[config.mk]
export PLATFORM = sky130hd
export DESIGN_NAME = wcg_top
export DESIGN_NICKNAME = d
export VERILOG_FILES = /design/src/wcg_pkg.sv /design/src/wcg_timer_if.sv /design/src/wcg_base_timer.sv /design/src/wcg_channel.sv /design/src/wcg_top.sv
export SDC_FILE = /design/constraint.sdc
export NUM_CORES = 1
export LEC_CHECK = 0
export ABC_AREA = 1
export BUFFER_PORTS_ARGS = -buffer_cell sky130_fd_sc_hd__buf_2
export CELL_PAD_IN_SITES_DETAIL_PLACEMENT = 1
export CELL_PAD_IN_SITES_GLOBAL_PLACEMENT = 1
export CORE_ASPECT_RATIO = 0.7
export CORE_MARGIN = 2
export CORE_UTILIZATION = 42
export DETAILED_ROUTE_END_ITERATION = 8
export HOLD_SLACK_MARGIN = 0.15
export PLACE_DENSITY_LB_ADDON = 0.05
export SYNTH_ARGS = -nofsm -noshare
export SYNTH_HDL_FRONTEND = slang
export SYNTH_SLANG_ARGS = --single-unit
[constraint.sdc]
create_clock -name clk_in -period 3.6 [get_ports clk_in]
set_clock_uncertainty 0.2 [all_clocks]
set_input_delay 0.18 -clock clk_in [delete_from_list [all_inputs] [get_ports clk_in]]
set_output_delay 0.18 -clock clk_in [all_outputs]
set_load 0.01 [all_outputs]
[src/wcg_pkg.sv]
// Constants and types shared by the compare waveform channel design.
//
// Overview of operation
// - Channel events fire on timer equals compare.
// - Four waveform kinds selected per channel.
// - Kind code 000b selects single-phase output.
// - Single-phase: output goes high on match.
// - Single-phase: output goes low at zero.
// - Initial level bit sets starting output level.
// - Polarity flip complements the generated waveform.
// - Polarity flip is the final output stage.
// - Free-running single-phase period is 65536 counts.
// - Channel 0 match clears timer, period n+2.
// - Compare at least n+2 keeps output low.
// - Channel on bit starts and stops output.
// - Every match sets the channel match flag.
// - Inverted kind toggles output on every match.
// - Free-running inverted level lasts 65536 counts.
// - Cleared-timer inverted level lasts n+2 counts.
// - Compare at least n+2 never toggles.
// - Refresh timing picks when compare goes active.
`default_nettype none
package wcg_pkg;

  // ----------------------------------------------------------------------
  // Sizes
  // ----------------------------------------------------------------------
  localparam int CNT_W = 16;
  localparam int CHAN_N = 8;
  localparam int GROUP_N = 2;
  localparam int KIND_W = 3;
  localparam int CLEAR_W = 3;
  localparam int INDEX_W = 3;

  // ----------------------------------------------------------------------
  // Encodings
  // ----------------------------------------------------------------------
  localparam logic [KIND_W-1:0] KIND_SINGLE = 3'h0;
  localparam logic [KIND_W-1:0] KIND_TOGGLE = 3'h1;
  localparam logic [KIND_W-1:0] KIND_SETRESET = 3'h2;
  localparam logic [KIND_W-1:0] KIND_PHASE = 3'h3;
  localparam logic [CLEAR_W-1:0] CLEAR_FREE = 3'h0;
  localparam logic [CLEAR_W-1:0] CLEAR_ON_CH0 = 3'h2;
  localparam logic REFRESH_NOW = 1'h0;
  localparam logic REFRESH_AT_ZERO = 1'h1;
  localparam logic FUNC_WAVEFORM = 1'h0;

  // ----------------------------------------------------------------------
  // Reset values and fixed counts
  // ----------------------------------------------------------------------
  localparam logic [CNT_W-1:0] COUNT_RESET = 16'h0000;
  localparam logic [CNT_W-1:0] COMPARE_RESET = 16'h0000;
  localparam logic [CNT_W-1:0] TIMER_ZERO = 16'h0000;
  localparam logic [CNT_W-1:0] COUNT_ONE = 16'h0001;
  localparam logic [CNT_W-1:0] PHASE_STEP = 16'h0040;

  // ----------------------------------------------------------------------
  // Timer clear sequencing states
  // ----------------------------------------------------------------------
  typedef enum logic [2:0] {
    WCG_CLR_IDLE = 3'b001,
    WCG_CLR_ARMED = 3'b010,
    WCG_CLR_WRAP = 3'b100
  } wcg_clr_state_type;

endpackage : wcg_pkg
`default_nettype wire

[src/wcg_timer_if.sv]
// Interface between the base timer and the waveform channels of one group.
`timescale 1ns/10ps
`default_nettype none
interface wcg_timer_if;
  logic [15:0] count;
  logic count_strobe;
  logic ch0_match;

  modport timer (
    output count,
    output count_strobe,
    input ch0_match
  );

  modport chan (
    input count,
    input count_strobe
  );
endinterface : wcg_timer_if
`default_nettype wire

[src/wcg_base_timer.sv]
// Shared 16-bit up counter of one channel group with channel 0 match clear.
`timescale 1ns/10ps
`default_nettype none
module wcg_base_timer (
  // Clock and reset
  input wire logic clk_in,
  input wire logic resetn_in,
  // Control
  input wire logic timer_run_in,
  input wire logic timer_tick_in,
  input wire logic [2:0] counter_clear_sel_in,
  // Channel side
  wcg_timer_if.timer tmr
);

  wcg_pkg::wcg_clr_state_type clr_state;
  wcg_pkg::wcg_clr_state_type next_clr_state;
  logic run_d;
  logic arm;
  logic [15:0] next_count;

  assign arm = tmr.ch0_match && (counter_clear_sel_in == wcg_pkg::CLEAR_ON_CH0);

  // The clear lands two counts after the match, so the period is n+2.
  always_comb begin
    next_clr_state = clr_state;
    next_count = tmr.count + wcg_pkg::COUNT_ONE;
    unique case (clr_state)
      wcg_pkg::WCG_CLR_IDLE: begin
        if (arm && timer_tick_in) begin
          next_clr_state = wcg_pkg::WCG_CLR_WRAP;
        end else if (arm) begin
          next_clr_state = wcg_pkg::WCG_CLR_ARMED;
        end
      end
      wcg_pkg::WCG_CLR_ARMED: begin
        if (timer_tick_in) begin
          next_clr_state = wcg_pkg::WCG_CLR_WRAP;
        end
      end
      wcg_pkg::WCG_CLR_WRAP: begin
        next_count = wcg_pkg::TIMER_ZERO;
        if (timer_tick_in) begin
          next_clr_state = wcg_pkg::WCG_CLR_IDLE;
        end
      end
    endcase
  end

  always_ff @(posedge clk_in or negedge resetn_in) begin
    if (!resetn_in) begin
      clr_state <= wcg_pkg::WCG_CLR_IDLE;
    end else if (!timer_run_in) begin
      clr_state <= wcg_pkg::WCG_CLR_IDLE;
    end else begin
      clr_state <= next_clr_state;
    end
  end

  always_ff @(posedge clk_in or negedge resetn_in) begin
    if (!resetn_in) begin
      tmr.count <= wcg_pkg::COUNT_RESET;
      tmr.count_strobe <= 1'b0;
      run_d <= 1'b0;
    end else begin
      run_d <= timer_run_in;
      if (!timer_run_in) begin
        tmr.count <= wcg_pkg::COUNT_RESET;
        tmr.count_strobe <= 1'b0;
      end else if (timer_tick_in) begin
        tmr.count <= next_count;
        tmr.count_strobe <= 1'b1;
      end else begin
        tmr.count_strobe <= !run_d;
      end
    end
  end

endmodule : wcg_base_timer
`default_nettype wire

[src/wcg_channel.sv]
// One compare waveform channel: compare shadow, match flag and output level.
`timescale 1ns/10ps
`default_nettype none
module wcg_channel (
  // Clock and reset
  input wire logic clk_in,
  input wire logic resetn_in,
  // Timer
  wcg_timer_if.chan tmr,
  // Configuration
  input wire logic [2:0] chan_index_in,
  input wire logic [15:0] compare_value_in,
  input wire logic compare_write_in,
  input wire logic [2:0] waveform_kind_sel_in,
  input wire logic initial_level_sel_in,
  input wire logic polarity_flip_in,
  input wire logic compare_refresh_timing_in,
  input wire logic function_pick_in,
  input wire logic channel_on_in,
  input wire logic partner_match_in,
  input wire logic irq_flag_clear_in,
  // Results
  output logic match_out,
  output logic match_irq_flag_out,
  output logic wave_out
);

  logic [15:0] active_cmp;
  logic [15:0] pending_cmp;
  logic pending_valid;
  logic active;
  logic zero_evt;
  logic phase_evt;
  logic level;
  logic next_level;
  logic [18:0] phase_wide;

  assign active = channel_on_in && (function_pick_in == wcg_pkg::FUNC_WAVEFORM);
  assign zero_evt = tmr.count_strobe && (tmr.count == wcg_pkg::TIMER_ZERO);
  assign phase_wide = 19'(chan_index_in) * 19'(wcg_pkg::PHASE_STEP);
  assign phase_evt = tmr.count_strobe && (tmr.count == phase_wide[15:0]);

  assign match_out = active && tmr.count_strobe && (tmr.count == active_cmp);

  always_ff @(posedge clk_in or negedge resetn_in) begin
    if (!resetn_in) begin
      active_cmp <= wcg_pkg::COMPARE_RESET;
      pending_cmp <= wcg_pkg::COMPARE_RESET;
      pending_valid <= 1'b0;
    end else if (compare_write_in) begin
      pending_cmp <= compare_value_in;
      if (compare_refresh_timing_in == wcg_pkg::REFRESH_NOW) begin
        active_cmp <= compare_value_in;
        pending_valid <= 1'b0;
      end else begin
        pending_valid <= 1'b1;
      end
    end else if (pending_valid && (zero_evt || !active)) begin
      active_cmp <= pending_cmp;
      pending_valid <= 1'b0;
    end
  end

  // Timer values the count never reaches give no match, so outputs stay put.
  // Unreached compare holds.
  always_comb begin
    next_level = level;
    if (!active) begin
      next_level = initial_level_sel_in;
    end else begin
      unique case (waveform_kind_sel_in)
        wcg_pkg::KIND_SINGLE: begin
          if (match_out) begin
            next_level = 1'b1;
          end else if (zero_evt) begin
            next_level = 1'b0;
          end
        end
        wcg_pkg::KIND_TOGGLE: begin
          if (match_out) begin
            next_level = !level;
          end
        end
        wcg_pkg::KIND_SETRESET: begin
          if (match_out) begin
            next_level = 1'b1;
          end else if (partner_match_in || zero_evt) begin
            next_level = 1'b0;
          end
        end
        wcg_pkg::KIND_PHASE: begin
          if (match_out) begin
            next_level = 1'b0;
          end else if (phase_evt) begin
            next_level = 1'b1;
          end
        end
        default: begin
          next_level = level;
        end
      endcase
    end
  end

  always_ff @(posedge clk_in or negedge resetn_in) begin
    if (!resetn_in) begin
      level <= 1'b0;
      wave_out <= 1'b0;
    end else begin
      level <= next_level;
      wave_out <= next_level ^ polarity_flip_in;
    end
  end

  always_ff @(posedge clk_in or negedge resetn_in) begin
    if (!resetn_in) begin
      match_irq_flag_out <= 1'b0;
    end else if (match_out) begin
      match_irq_flag_out <= 1'b1;
    end else if (irq_flag_clear_in) begin
      match_irq_flag_out <= 1'b0;
    end
  end

endmodule : wcg_channel
`default_nettype wire

[src/wcg_top.sv]
// Two groups of eight compare waveform channels, each with its base timer.
`timescale 1ns/10ps
`default_nettype none
module wcg_top (
  // Clock and reset
  input wire logic clk_in,
  input wire logic resetn_in,
  // Base timer control, per group
  input wire logic [1:0] timer_run_in,
  input wire logic [1:0] timer_tick_in,
  input wire logic [1:0][2:0] counter_clear_sel_in,
  // Channel configuration, per group and channel
  input wire logic [1:0][7:0][15:0] compare_value_in,
  input wire logic [1:0][7:0] compare_write_in,
  input wire logic [1:0][7:0][2:0] waveform_kind_sel_in,
  input wire logic [1:0][7:0] initial_level_sel_in,
  input wire logic [1:0][7:0] polarity_flip_in,
  input wire logic [1:0][7:0] compare_refresh_timing_in,
  input wire logic [1:0][7:0] function_pick_in,
  input wire logic [1:0][7:0] channel_on_in,
  input wire logic [1:0][7:0] irq_flag_clear_in,
  // Status
  output logic [1:0][15:0] timer_count_out,
  output logic [1:0][7:0] match_irq_flag_out,
  // Pins
  output logic [1:0][7:0] wave_out_pin_out
);

  // ----------------------------------------------------------------------
  // Groups
  // ----------------------------------------------------------------------
  for (genvar g = 0; g < wcg_pkg::GROUP_N; g++) begin : g_group
    wcg_timer_if tmr_if ();
    logic [7:0] match;

    assign tmr_if.ch0_match = match[0];
    assign timer_count_out[g] = tmr_if.count;

    wcg_base_timer u_timer (
      .clk_in(clk_in),
      .resetn_in(resetn_in),
      .timer_run_in(timer_run_in[g]),
      .timer_tick_in(timer_tick_in[g]),
      .counter_clear_sel_in(counter_clear_sel_in[g]),
      .tmr(tmr_if.timer)
    );

    // ----------------------------------------------------------------------
    // Channels
    // ----------------------------------------------------------------------
    for (genvar c = 0; c < wcg_pkg::CHAN_N; c++) begin : g_chan
      logic partner;

      // Only even channels pair with the next odd channel for set/reset.
      if (c % 2 == 0) begin : g_even
        assign partner = match[c + 1];
      end else begin : g_odd
        assign partner = 1'b0;
      end

      wcg_channel u_chan (
        .clk_in(clk_in),
        .resetn_in(resetn_in),
        .tmr(tmr_if.chan),
        .chan_index_in(3'(c)),
        .compare_value_in(compare_value_in[g][c]),
        .compare_write_in(compare_write_in[g][c]),
        .waveform_kind_sel_in(waveform_kind_sel_in[g][c]),
        .initial_level_sel_in(initial_level_sel_in[g][c]),
        .polarity_flip_in(polarity_flip_in[g][c]),
        .compare_refresh_timing_in(compare_refresh_timing_in[g][c]),
        .function_pick_in(function_pick_in[g][c]),
        .channel_on_in(channel_on_in[g][c]),
        .partner_match_in(partner),
        .irq_flag_clear_in(irq_flag_clear_in[g][c]),
        .match_out(match[c]),
        .match_irq_flag_out(match_irq_flag_out[g][c]),
        .wave_out(wave_out_pin_out[g][c])
      );
    end
  end

endmodule : wcg_top
`default_nettype wire

## Yosys cells after proc, flatten, opt, wreduce, memory -nomap -nowiden

Cells that the tools add are included.

| operators by class | value |
|---|---|
| bitwise gates (word level) | 32 |
| $add $sub $neg | 2 |
| reduce and logical (&&, ||, !) cells | 218 |
| equal/unequal tests | 110 |
| mux-type cells | 278 |

Operator list:

| cell | count |
|---|---|
| 2-to-1 mux 16 bit | 54 |
| == test 16 bit | 16 |
| 2-to-1 mux 1 bit | 196 |
| == test 16 x 9 -> 1 bit, second input constant | 8 |
| == test 3 x 2 -> 1 bit, second input constant | 36 |
| logical AND 1 bit | 84 |
| == test 16 x 8 -> 1 bit, second input constant | 4 |
| nonzero test 2 bit | 32 |
| == test 3 x 1 -> 1 bit, second input constant | 18 |
| zero test 3 bit | 16 |
| zero test 1 bit | 34 |
| adder 16 x 1 -> 16 bit, second input constant | 2 |
| == test 16 x 7 -> 1 bit, second input constant | 2 |
| zero test 16 bit | 2 |
| != test 2 bit, second input constant | 16 |
| one-hot mux 1 bit (4 select lines) | 8 |
| AND reduction 2 bit | 16 |
| 2-to-1 mux 3 bit | 10 |
| logical OR 1 bit | 24 |
| one-hot mux 1 bit (3 select lines) | 8 |
| one-hot mux 3 bit (3 select lines) | 2 |
| NOT 1 bit | 16 |
| OR reduction 2 bit | 8 |
| bitwise XOR 1 bit | 16 |
| other kinds (5) | 12 |

| storage, ports and cells | value |
|---|---|
| register bits after elaboration | 618 |
| bits of input ports | 428 |
| output and inout bits | 64 |

## Longest topological paths before layout

Gate-level depths: netlist of the first run.

| logic depth | value |
|---|---|
| word-level depth | 10 |
| mapped depth | 18 |
| depth with buffers taken out | 16 |

## Modules after synthesis

A second synthesis of the first run with hierarchy kept.

| unflattened totals | value |
|---|---|
| cell total of the unflattened synthesis | 4669 |
| area, all modules | 33548.4 um^2 |

By module, submodules not included:

| module | cells each | sequential area each (um^2) | area each (um^2) | instances |
|---|---|---|---|---|
| wcg_channel | 271 | 900.9 | 1944.4 | 16 |
| wcg_base_timer (g_group[0].u_timer) | 166 | 526.8 | 1216.2 | 1 |
| wcg_base_timer (g_group[1].u_timer) | 165 | 526.8 | 1214.9 | 1 |
| wcg_top | 2 | 0.0 | 7.5 | 1 |

## Worst setup path after synthesis of the first run

Ideal clock, no wire load.

| timing | value |
|---|---|
| kind | reg2reg |
| start | register g_group[0].u_timer.tmr.count[0] |
| end | register g_group[0].g_chan[3].u_chan.active_cmp[13] |
| required time | 3274 ps |
| library setup time | 126 ps |
| setup slack | 1025 ps |
| cell stages (with the launch flop) | 12 |
| arrival time | 2249 ps |
| path through | dfrtp_1 -> buf_2 -> inv_1 -> buf_2 -> ha_1 -> nand3_1 -> nor3_2 -> nand2_4 -> buf_6 -> a221oi_4 -> buf_2 -> o21ai_0 |

| between the ends | value |
|---|---|
| cells in the longest elaborated chain, start to end | 6 |

RTL lines:

| item | RTL line | source |
|---|---|---|
| start: declaration | wcg_timer_if.sv:10 | `output count,` |
| start signal: assignment | wcg_base_timer.sv:62 | `tmr.count <= wcg_pkg::COUNT_RESET;` |
| start signal: assignment | wcg_base_timer.sv:68 | `tmr.count <= wcg_pkg::COUNT_RESET;` |
| start signal: assignment | wcg_base_timer.sv:71 | `tmr.count <= next_count;` |
| zero test 16 bit | wcg_channel.sv:39 | `assign zero_evt = tmr.count_strobe && (tmr.count == wcg_pkg::TIMER_ZERO);` |
| logical AND 1 bit | wcg_channel.sv:39 |  |
| logical OR 1 bit | wcg_channel.sv:58 | `end else if (pending_valid && (zero_evt \|\| !active)) begin` |
| logical AND 1 bit | wcg_channel.sv:58 |  |
| nonzero test 2 bit (no line) | - |  |
| AND reduction 2 bit (no line) | - |  |
| end signal: assignment | wcg_channel.sv:47 | `active_cmp <= wcg_pkg::COMPARE_RESET;` |
| end signal: assignment | wcg_channel.sv:53 | `active_cmp <= compare_value_in;` |
| end signal: assignment | wcg_channel.sv:59 | `active_cmp <= pending_cmp;` |
| end: declaration | wcg_channel.sv:28 | `logic [15:0] active_cmp;` |

No other way between the ends.
A chain may end at the register's enable or synchronous reset.

## Worst setup path in the final report of the first run

| timing | value |
|---|---|
| start | register g_group[1].u_timer.tmr.count_strobe |
| end | register g_group[1].g_chan[6].u_chan.wave_out |

| between the ends | value |
|---|---|
| cells in the longest elaborated chain, start to end | 8 |

RTL lines:

| item | RTL line | source |
|---|---|---|
| start: declaration | wcg_timer_if.sv:11 | `output count_strobe,` |
| start signal: assignment | wcg_base_timer.sv:74 | `tmr.count_strobe <= !run_d;` |
| logical AND 1 bit (2 in series) | wcg_channel.sv:43 | `assign match_out = active && tmr.count_strobe && (tmr.count == active_cmp);` |
| logical OR 1 bit | wcg_channel.sv:87 | `end else if (partner_match_in \|\| zero_evt) begin` |
| 2-to-1 mux 1 bit | wcg_channel.sv:87 |  |
| 2-to-1 mux 1 bit | wcg_channel.sv:85 | `if (match_out) begin` |
| one-hot mux 1 bit (4 select lines) * | wcg_channel.sv:71 | `unique case (waveform_kind_sel_in)` |
| 2-to-1 mux 1 bit * | wcg_channel.sv:68 | `if (!active) begin` |
| via g_group[1].g_chan[6].u_chan.next_level | wcg_channel.sv:35 | `logic next_level;` |
| bitwise XOR 1 bit * | wcg_channel.sv:111 | `wave_out <= next_level ^ polarity_flip_in;` |
| end signal: assignment | wcg_channel.sv:111 |  |
| end: declaration | wcg_channel.sv:25 | `output logic wave_out` |

Mark *: on every way through the listed nets, which the timed path passes. The rest lies on a longest branch.

==> results of run 1 <==
-- kinds of logic after synthesis --
group	after synthesis	synth area share
compound gates	397	0.0816
xor+xnor	137	0.0413
simple gates	2010	0.275
flops	618	0.532
buf+inv	466	0.0688
fa+ha+maj	4	0.00172
-- through the flow --
stage | setup WS, ns | setup TNS (ns) | hold WS [ns] | utilization
2_1_floorplan | 1.03 | 0 | -0.316 | -
3_3_place_gp | 0.408 | 0 | 0.0277 | 0.477
3_5_place_dp | 0.405 | 0 | 0.0220 | 0.477
4_1_cts | 0.0866 | 0 | 0.150 | 0.643
5_1_grt | -0.599 | -2.24 | 0.221 | 0.646
6_report | -0.569 | -1.61 | 0.204 | 0.646
-- routing by layer --
layer  GRT usage  vias up  share of wire
met1       0.540    17600           0.35
met3       0.101     1343           0.12
met5           0        -        0.00050
li1            -    14300              -
met2       0.719     3056           0.44
met4       0.271       14          0.095
-- tightest hold or removal path: cells and delay by family --
kind / cells / cell delay [ns]
compound gates: 1 / 0.06
buf+inv: 2 / 0.70
simple gates: 1 / 0.07
-- power by group --
group / internal [W] / switching (W) / total [W]
Combinational: 0.00194 / 0.00321 / 0.00515
Sequential: 0.00785 / 0.000778 / 0.00862
Clock: 0.00419 / 0.00339 / 0.00758
-- layout by cell type (no fill, tap or decap), types with 6 or more instances in the layout --
cell              n
a21oi_1          52
a221oi_2          7
a221oi_4          7
a31oi_1         139
buf_12            6
buf_2           490
buf_4            93
bufinv_16        13
clkbuf_1         10
clkbuf_16        61
clkbuf_8          7
clkinv_2         17
dfrtp_1         609
dfrtp_2           7
diode_2          31
dlygate4sd3_1   915
inv_1           284
nand2_1        1412
nand3_1          98
nand4_1          70
nor2_1          364
nor2_2            6
nor3_1           33
o21ai_0         167
o21ai_1          14
xnor2_1          73
xor2_1           62
-- final cells by class --
type / count / area share
antenna: 31 / 0.00176
clock buffer: 78 / 0.0376
clock inverter: 34 / 0.0116
inverter: 297 / 0.0255
multi-input combinational: 2548 / 0.265
sequential: 618 / 0.350
tap: 902 / 0.0255
timing repair buffer: 1510 / 0.283
-- registers in the layout (all words and copies together), names as in the netlist --
| signal | flops |
|---|---|
| g_group.g_chan.u_chan.level | 16 |
| g_group.g_chan.u_chan.match_irq_flag_out | 16 |
| g_group.u_timer.tmr.count_strobe | 2 |
| g_group.g_chan.u_chan.pending_valid | 16 |
| g_group.u_timer.clr_state | 6 |
| g_group.g_chan.u_chan.active_cmp | 256 |
| g_group.g_chan.u_chan.wave_out | 16 |
| g_group.u_timer.tmr.count | 32 |
| g_group.g_chan.u_chan.pending_cmp | 256 |
| g_group.u_timer.run_d | 2 |
-- repair_timing --
action,in CTS,in global routing
buffers inserted,0,11
resized for setup,0,29
setup endpoints to repair,0,67
hold buffers,916,0
hold endpoints to repair,1169,0
-- path summary, 6_finish.rpt --
kind | endpoint | slack (ns)
hold reg to reg | g_group[1].u_timer.tmr.count_strobe$_DFF_PN0_ | 0.22
hold / removal | g_group[1].u_timer.tmr.count[0]$_DFFE_PN0P_ | 0.20
setup reg to reg | g_group[1].g_chan[6].u_chan.wave_out$_DFF_PN0_ | -0.57
setup / recovery | g_group[1].g_chan[6].u_chan.wave_out$_DFF_PN0_ | -0.57
max in group asynchronous | g_group[0].g_chan[3].u_chan.active_cmp[14]$_DFFE_PN0P_ | 1.84
min in group asynchronous | g_group[1].g_chan[4].u_chan.pending_cmp[10]$_DFFE_PN0P_ | 0.65
==> flow_metrics.tcl, run 1 <==
set metrics [dict create \
    slew_viol_final 0 \
    drv_cap 0 \
    critical_path.top_delay_family "simple AND/OR/NAND/NOR gates" \
    dr.pass1.iters 6 \
    synth_most_common_cell "nand2_1" \
    ys_ff_latch 618 \
    initialDrtViolationCount 4425 \
    path_max_fanout 9 \
    die_area_um2 71400 \
    wl_per_cell_um 29.8 \
    post-dp-hpwl_mm 76.6 \
    r2r_start "g_group[1].u_timer.tmr.count_strobe$_DFF_PN0_" \
    grt_pass1_wl_mm 239 \
    finalHoldViolations 0 \
    portBuffers 491 \
    rows 80 \
    die_y_um 224 \
    worstHoldPathType "in2reg" \
    synthTopCellsByArea "dfrtp_1 (53%), nand2_1 (18%), nor2_1 (4.8%)" \
    place_area_um2 32600 \
    setup_ws_ns -0.569 \
    status "complete, but fails checks" \
    final_antenna_net_count 0 \
    ys_top_cells_by_count "nand2_1 (1415), dfrtp_1 (616), nor2_1 (369)" \
    synth_nets 4064 \
    min_path_cells 4 \
    grt_pass1_vias 38200 \
    drc_errors 0 \
    critPathLaunch "g_group[1].u_timer.tmr.count_strobe$_DFF_PN0_" \
    num_io_pins 492 \
    ir_drop_v 0.000424 \
    synth_top_area_cell "dfrtp_1" \
    yosys_warnings 0 \
    max_slew.worst_pin.slew_ns 1.16 \
    failed_checks "negative setup slack" \
    grt_max_degree 94 \
    clockRootBuffer "clkbuf_16" \
    path_class "reg2reg" \
    ys_seq_area_frac 0.532 \
    postSynthAreaPerCell_um2 8.01 \
    gr-total-overflow 0 \
    arrival_ns 4.54 \
    crit_path_end_kind "register" \
    wl_mm 179 \
    drive_above_1_share 0.148 \
    cts.reportedPaths.clkPinSlew_ns 0.07 \
    antenna_found_initial 22 \
    synth_cell_types 42 \
    cts.sinks 618 \
    multi_input_area_um2 11700 \
    crit_slowest_cell "nor3_1" \
    routed_via_density 6.03 \
    register_area_um2 15500 \
    htreeDepth 2 \
    worst-r2r-cell-count 12 \
    place_congestion 0.884 \
    dominantRegCellSynth "dfrtp_1" \
    powerDensity_nw_per_um2 483 \
    netlist.area_leader.share 0.530 \
    start_util 0.425 \
    grt_usage 0.443 \
    tritoncts "built" \
    post-route-period-util 1.16 \
    worstSetupStartpointType "register" \
    synth_area_um2 29100 \
    power.total_w 0.0214 \
    slew_headroom 0.224 \
    fin_nets 5468 \
    design_area_um2 44200 \
    syn_to_final_growth_pct 52.0 \
    min_from "timer_tick_in[1]" \
    finalNonFillerCells 6018 \
    cpMostUsedCell "nand2_1" \
    p_leak_nw 21.7 \
    synth_edf_count 0 \
    setup_viol 7 \
    vias 36300 \
    cp_cell_sequence "clkinvlp_4 > buf_4 > nor3_1 > nand3_1 > nand2_1 > nand2_1 > a21oi_1 > nand2_1 > nand2_1 > dlygate4sd3_1 > nand2_1 > nand2_1" \
    clock_latency_ns 0.66 \
    path_depth 12 \
    die_w_um 318 \
    core_area_um2 68400 \
    fmax_mhz 240 \
    dp.cells 4948 \
    cts_max_path_buffers 3 \
    synthArstFlopShare 1.00 \
    min_period_ns 4.17 \
    cpPeakStageDelay_ns 0.95 \
    synthCells 3632 \
    path_buf_inv 3 \
    num-fill-cells 8072 \
    numCtsBuffers 61 \
    cp.required_ns 3.97 \
]
(Power assumes the default switching activity.)
==> inputs of run 2 (changes only) <==
Settings changed: ABC_CLOCK_PERIOD_IN_PS set to 3600, RECOVER_POWER set to 50, SETUP_SLACK_MARGIN set to 0.4.
==> run 2 against run 1 <==
The flow finishes with violations (max-capacitance violations, max-slew violations). Non-clock buffer count grew 36. Final cell count grew 0.55%. Sequential power shrank 0.6%. Sequential cell count is the same. Clock power shrank 1%. Largest power group unchanged. Highest routed layer unchanged.
==> flow_metrics.tcl, run 2 (same netlist as run 1, synthesis figures left out) <==
set metrics [dict create \
    num-fill-cells 8108 \
    crit_path_end_kind "async pin" \
    wl_mm 166 \
    clockRootBuffer "clkbuf_16" \
    drv_cap 1 \
    drive_above_1_share 0.137 \
    num_io_pins 492 \
    vias 35200 \
    cp_cell_sequence "dlygate4sd3_1 > dlygate4sd3_1 > clkbuf_1 > clkbuf_1" \
    final_cell_mix "nand2_1 (1415), dlygate4sd3_1 (940), dfrtp_1 (609)" \
    r2r_start "g_group[1].u_timer.tmr.count_strobe$_DFF_PN0_" \
    slew_headroom -0.334 \
    min_path_cells 7 \
    cts.sinks 618 \
    cpPeakStageDelay_ns 1.42 \
    reg_top3 "g_group.g_chan.u_chan.active_cmp: 256 flops, g_group.g_chan.u_chan.pending_cmp: 256 flops, g_group.u_timer.tmr.count: 32 flops" \
    path_class "in2async" \
    dr.pass1.iters 8 \
    initialDrtViolationCount 3904 \
    clockPowerShare 0.356 \
    cts.reportedPaths.clkPinSlew_ns 0.08 \
    ir_drop_v 0.000434 \
    switchingPower_w 0.00707 \
    wl_per_cell_um 27.4 \
    grt_usage 0.446 \
    drc_errors 0 \
    clock_latency_ns 0.67 \
    rsz0062_at_grt "yes" \
    final_antenna_net_count 0 \
    htreeDepth 2 \
    failed_checks "max-capacitance violations, max-slew violations" \
    r2r_setup_slack_ns 0.30 \
    power.total_w 0.0211 \
    numCtsBuffers 61 \
    swShare 0.336 \
    arrival_ns 3.70 \
    r2r_end "g_group[1].g_chan[2].u_chan.wave_out$_DFF_PN0_" \
    grt_max_degree 94 \
    final_common_cell "nand2_1" \
    routed_via_density 5.82 \
    path_max_fanout 17 \
    fmax_mhz 301 \
    post-route-period-util 0.922 \
    slew_viol_final 9 \
    tritoncts "built" \
    core_area_um2 68400 \
    worstHoldPathType "in2reg" \
    final_util 0.650 \
    antenna_found_initial 29 \
    power_frac_seq 0.407 \
    status "complete, but fails checks" \
    power.internal_w 0.0140 \
    syn_to_final_growth_pct 52.9 \
    powerDensity_nw_per_um2 474 \
    p_leak_nw 21.6 \
    die_w_um 318 \
    gr-total-overflow 0 \
    grt_pass1_wl_mm 242 \
    rows 80 \
    min_from "channel_on_in[15]" \
    die_area_um2 71400 \
    post-dp-hpwl_mm 76.6 \
    combPwrFrac 0.237 \
    portBuffers 491 \
    worst-r2r-cell-count 15 \
    cts_max_path_buffers 3 \
    start_util 0.425 \
    die_y_um 224 \
    hold_end "g_group[1].g_chan[7].u_chan.match_irq_flag_out$_DFFE_PN0P_" \
    fin_nets 5504 \
    setup_viol 0 \
    place_congestion 0.884 \
    crit_slowest_cell "clkbuf_1" \
    max_slew.worst_pin.slew_ns 2.00 \
    min_period_ns 3.32 \
    cp.required_ns 3.98 \
    grt_pass1_vias 38600 \
    finalHoldViolations 0 \
    worstSetupStartpointType "input port" \
]
[run 2: changes by cell type in the layout (fill, tap and decap cells not counted), moves of 4 or more]
cell           before  now
clkbuf_1           10   70
buf_4              93   87
buf_12              6   10
buf_2             490  443
dlygate4sd3_1     915  940
[run 2: per-layer routing]
layer | share of wire | GRT usage
met3 | 0.099 | 0.123
met1 | 0.37 | 0.532
met5 | 0.00028 | 0
met2 | 0.46 | 0.721
met4 | 0.075 | 0.277
[run 2: per-stage QoR]
stage,hold slack (ns),setup slack (ns),std cells,setup TNS [ns],instance area (um^2)
after CTS,0.150,0.407,6002,0,44200
after floorplan,-0.316,1.03,3632,0,29100
after detailed placement,0.0220,0.405,4948,0,32600
after global routing,0.194,-0.0955,6046,-0.113,44400
final,0.185,0.281,6051,0,44500
after global placement,0.0277,0.408,4948,0,32600
[run 2: layout make-up]
type	count	area (um^2)	area share
well taps	902	1130	0.0254
multi-input cells	2548	11700	0.263
diodes	28	70.1	0.00158
repair buffers	1546	12800	0.287
clock buffers	78	1660	0.0374
clock inverters	34	512	0.0115
flip-flops and latches	618	15500	0.348
inverters	297	1130	0.0255
[run 2: how the worst max path moves through the flow]
stage | start | end | slack (ns) | depth (start not counted)
floorplan | g_group[0].u_timer.tmr.count[0]$_DFFE_PN0P_ | g_group[0].g_chan[3].u_chan.active_cmp[13]$_DFFE_PN0P_ | 1.03 | 11
global placement | g_group[1].u_timer.tmr.count_strobe$_DFF_PN0_ | g_group[1].g_chan[2].u_chan.wave_out$_DFF_PN0_ | 0.41 | 10
detailed placement | g_group[1].u_timer.tmr.count_strobe$_DFF_PN0_ | g_group[1].g_chan[2].u_chan.wave_out$_DFF_PN0_ | 0.41 | 10
CTS | g_group[1].u_timer.tmr.count[5]$_DFFE_PN0P_ | g_group[1].g_chan[6].u_chan.pending_valid$_DFFE_PN0P_ | 0.41 | 8
global route | g_group[0].u_timer.tmr.count[3]$_DFFE_PN0P_ | g_group[0].g_chan[2].u_chan.wave_out$_DFF_PN0_ | -0.1 | 12
finish | resetn_in | g_group[1].g_chan[6].u_chan.level$_DFF_PN0_ | 0.28 | 4
[run 2: power groups by stage]
| stage | clock [W] | combinational [W] | sequential [W] |
|---|---|---|---|
| final | 0.00750 | 0.00498 | 0.00857 |
| after global routing | 0.00772 | 0.00530 | 0.00862 |
| after CTS | 0.00722 | 0.00423 | 0.00839 |
| after detailed placement | 0 | 0.00340 | 0.00850 |
| after global placement | 0 | 0.00330 | 0.00848 |
| after floorplan | 0 | 0.00217 | 0.00833 |
[run 2: repair_timing]
item,CTS,global route
setup buffers,0,21
endpoints found under the setup margin,2,74
hold buffers,942,0
resized for setup,1,29
pin swaps,0,3
hold endpoints to repair,1169,0
[run 2: critical path: cells and delay by family]
kind                   cells  cell delay (ns)
buffers and inverters      4             3.50
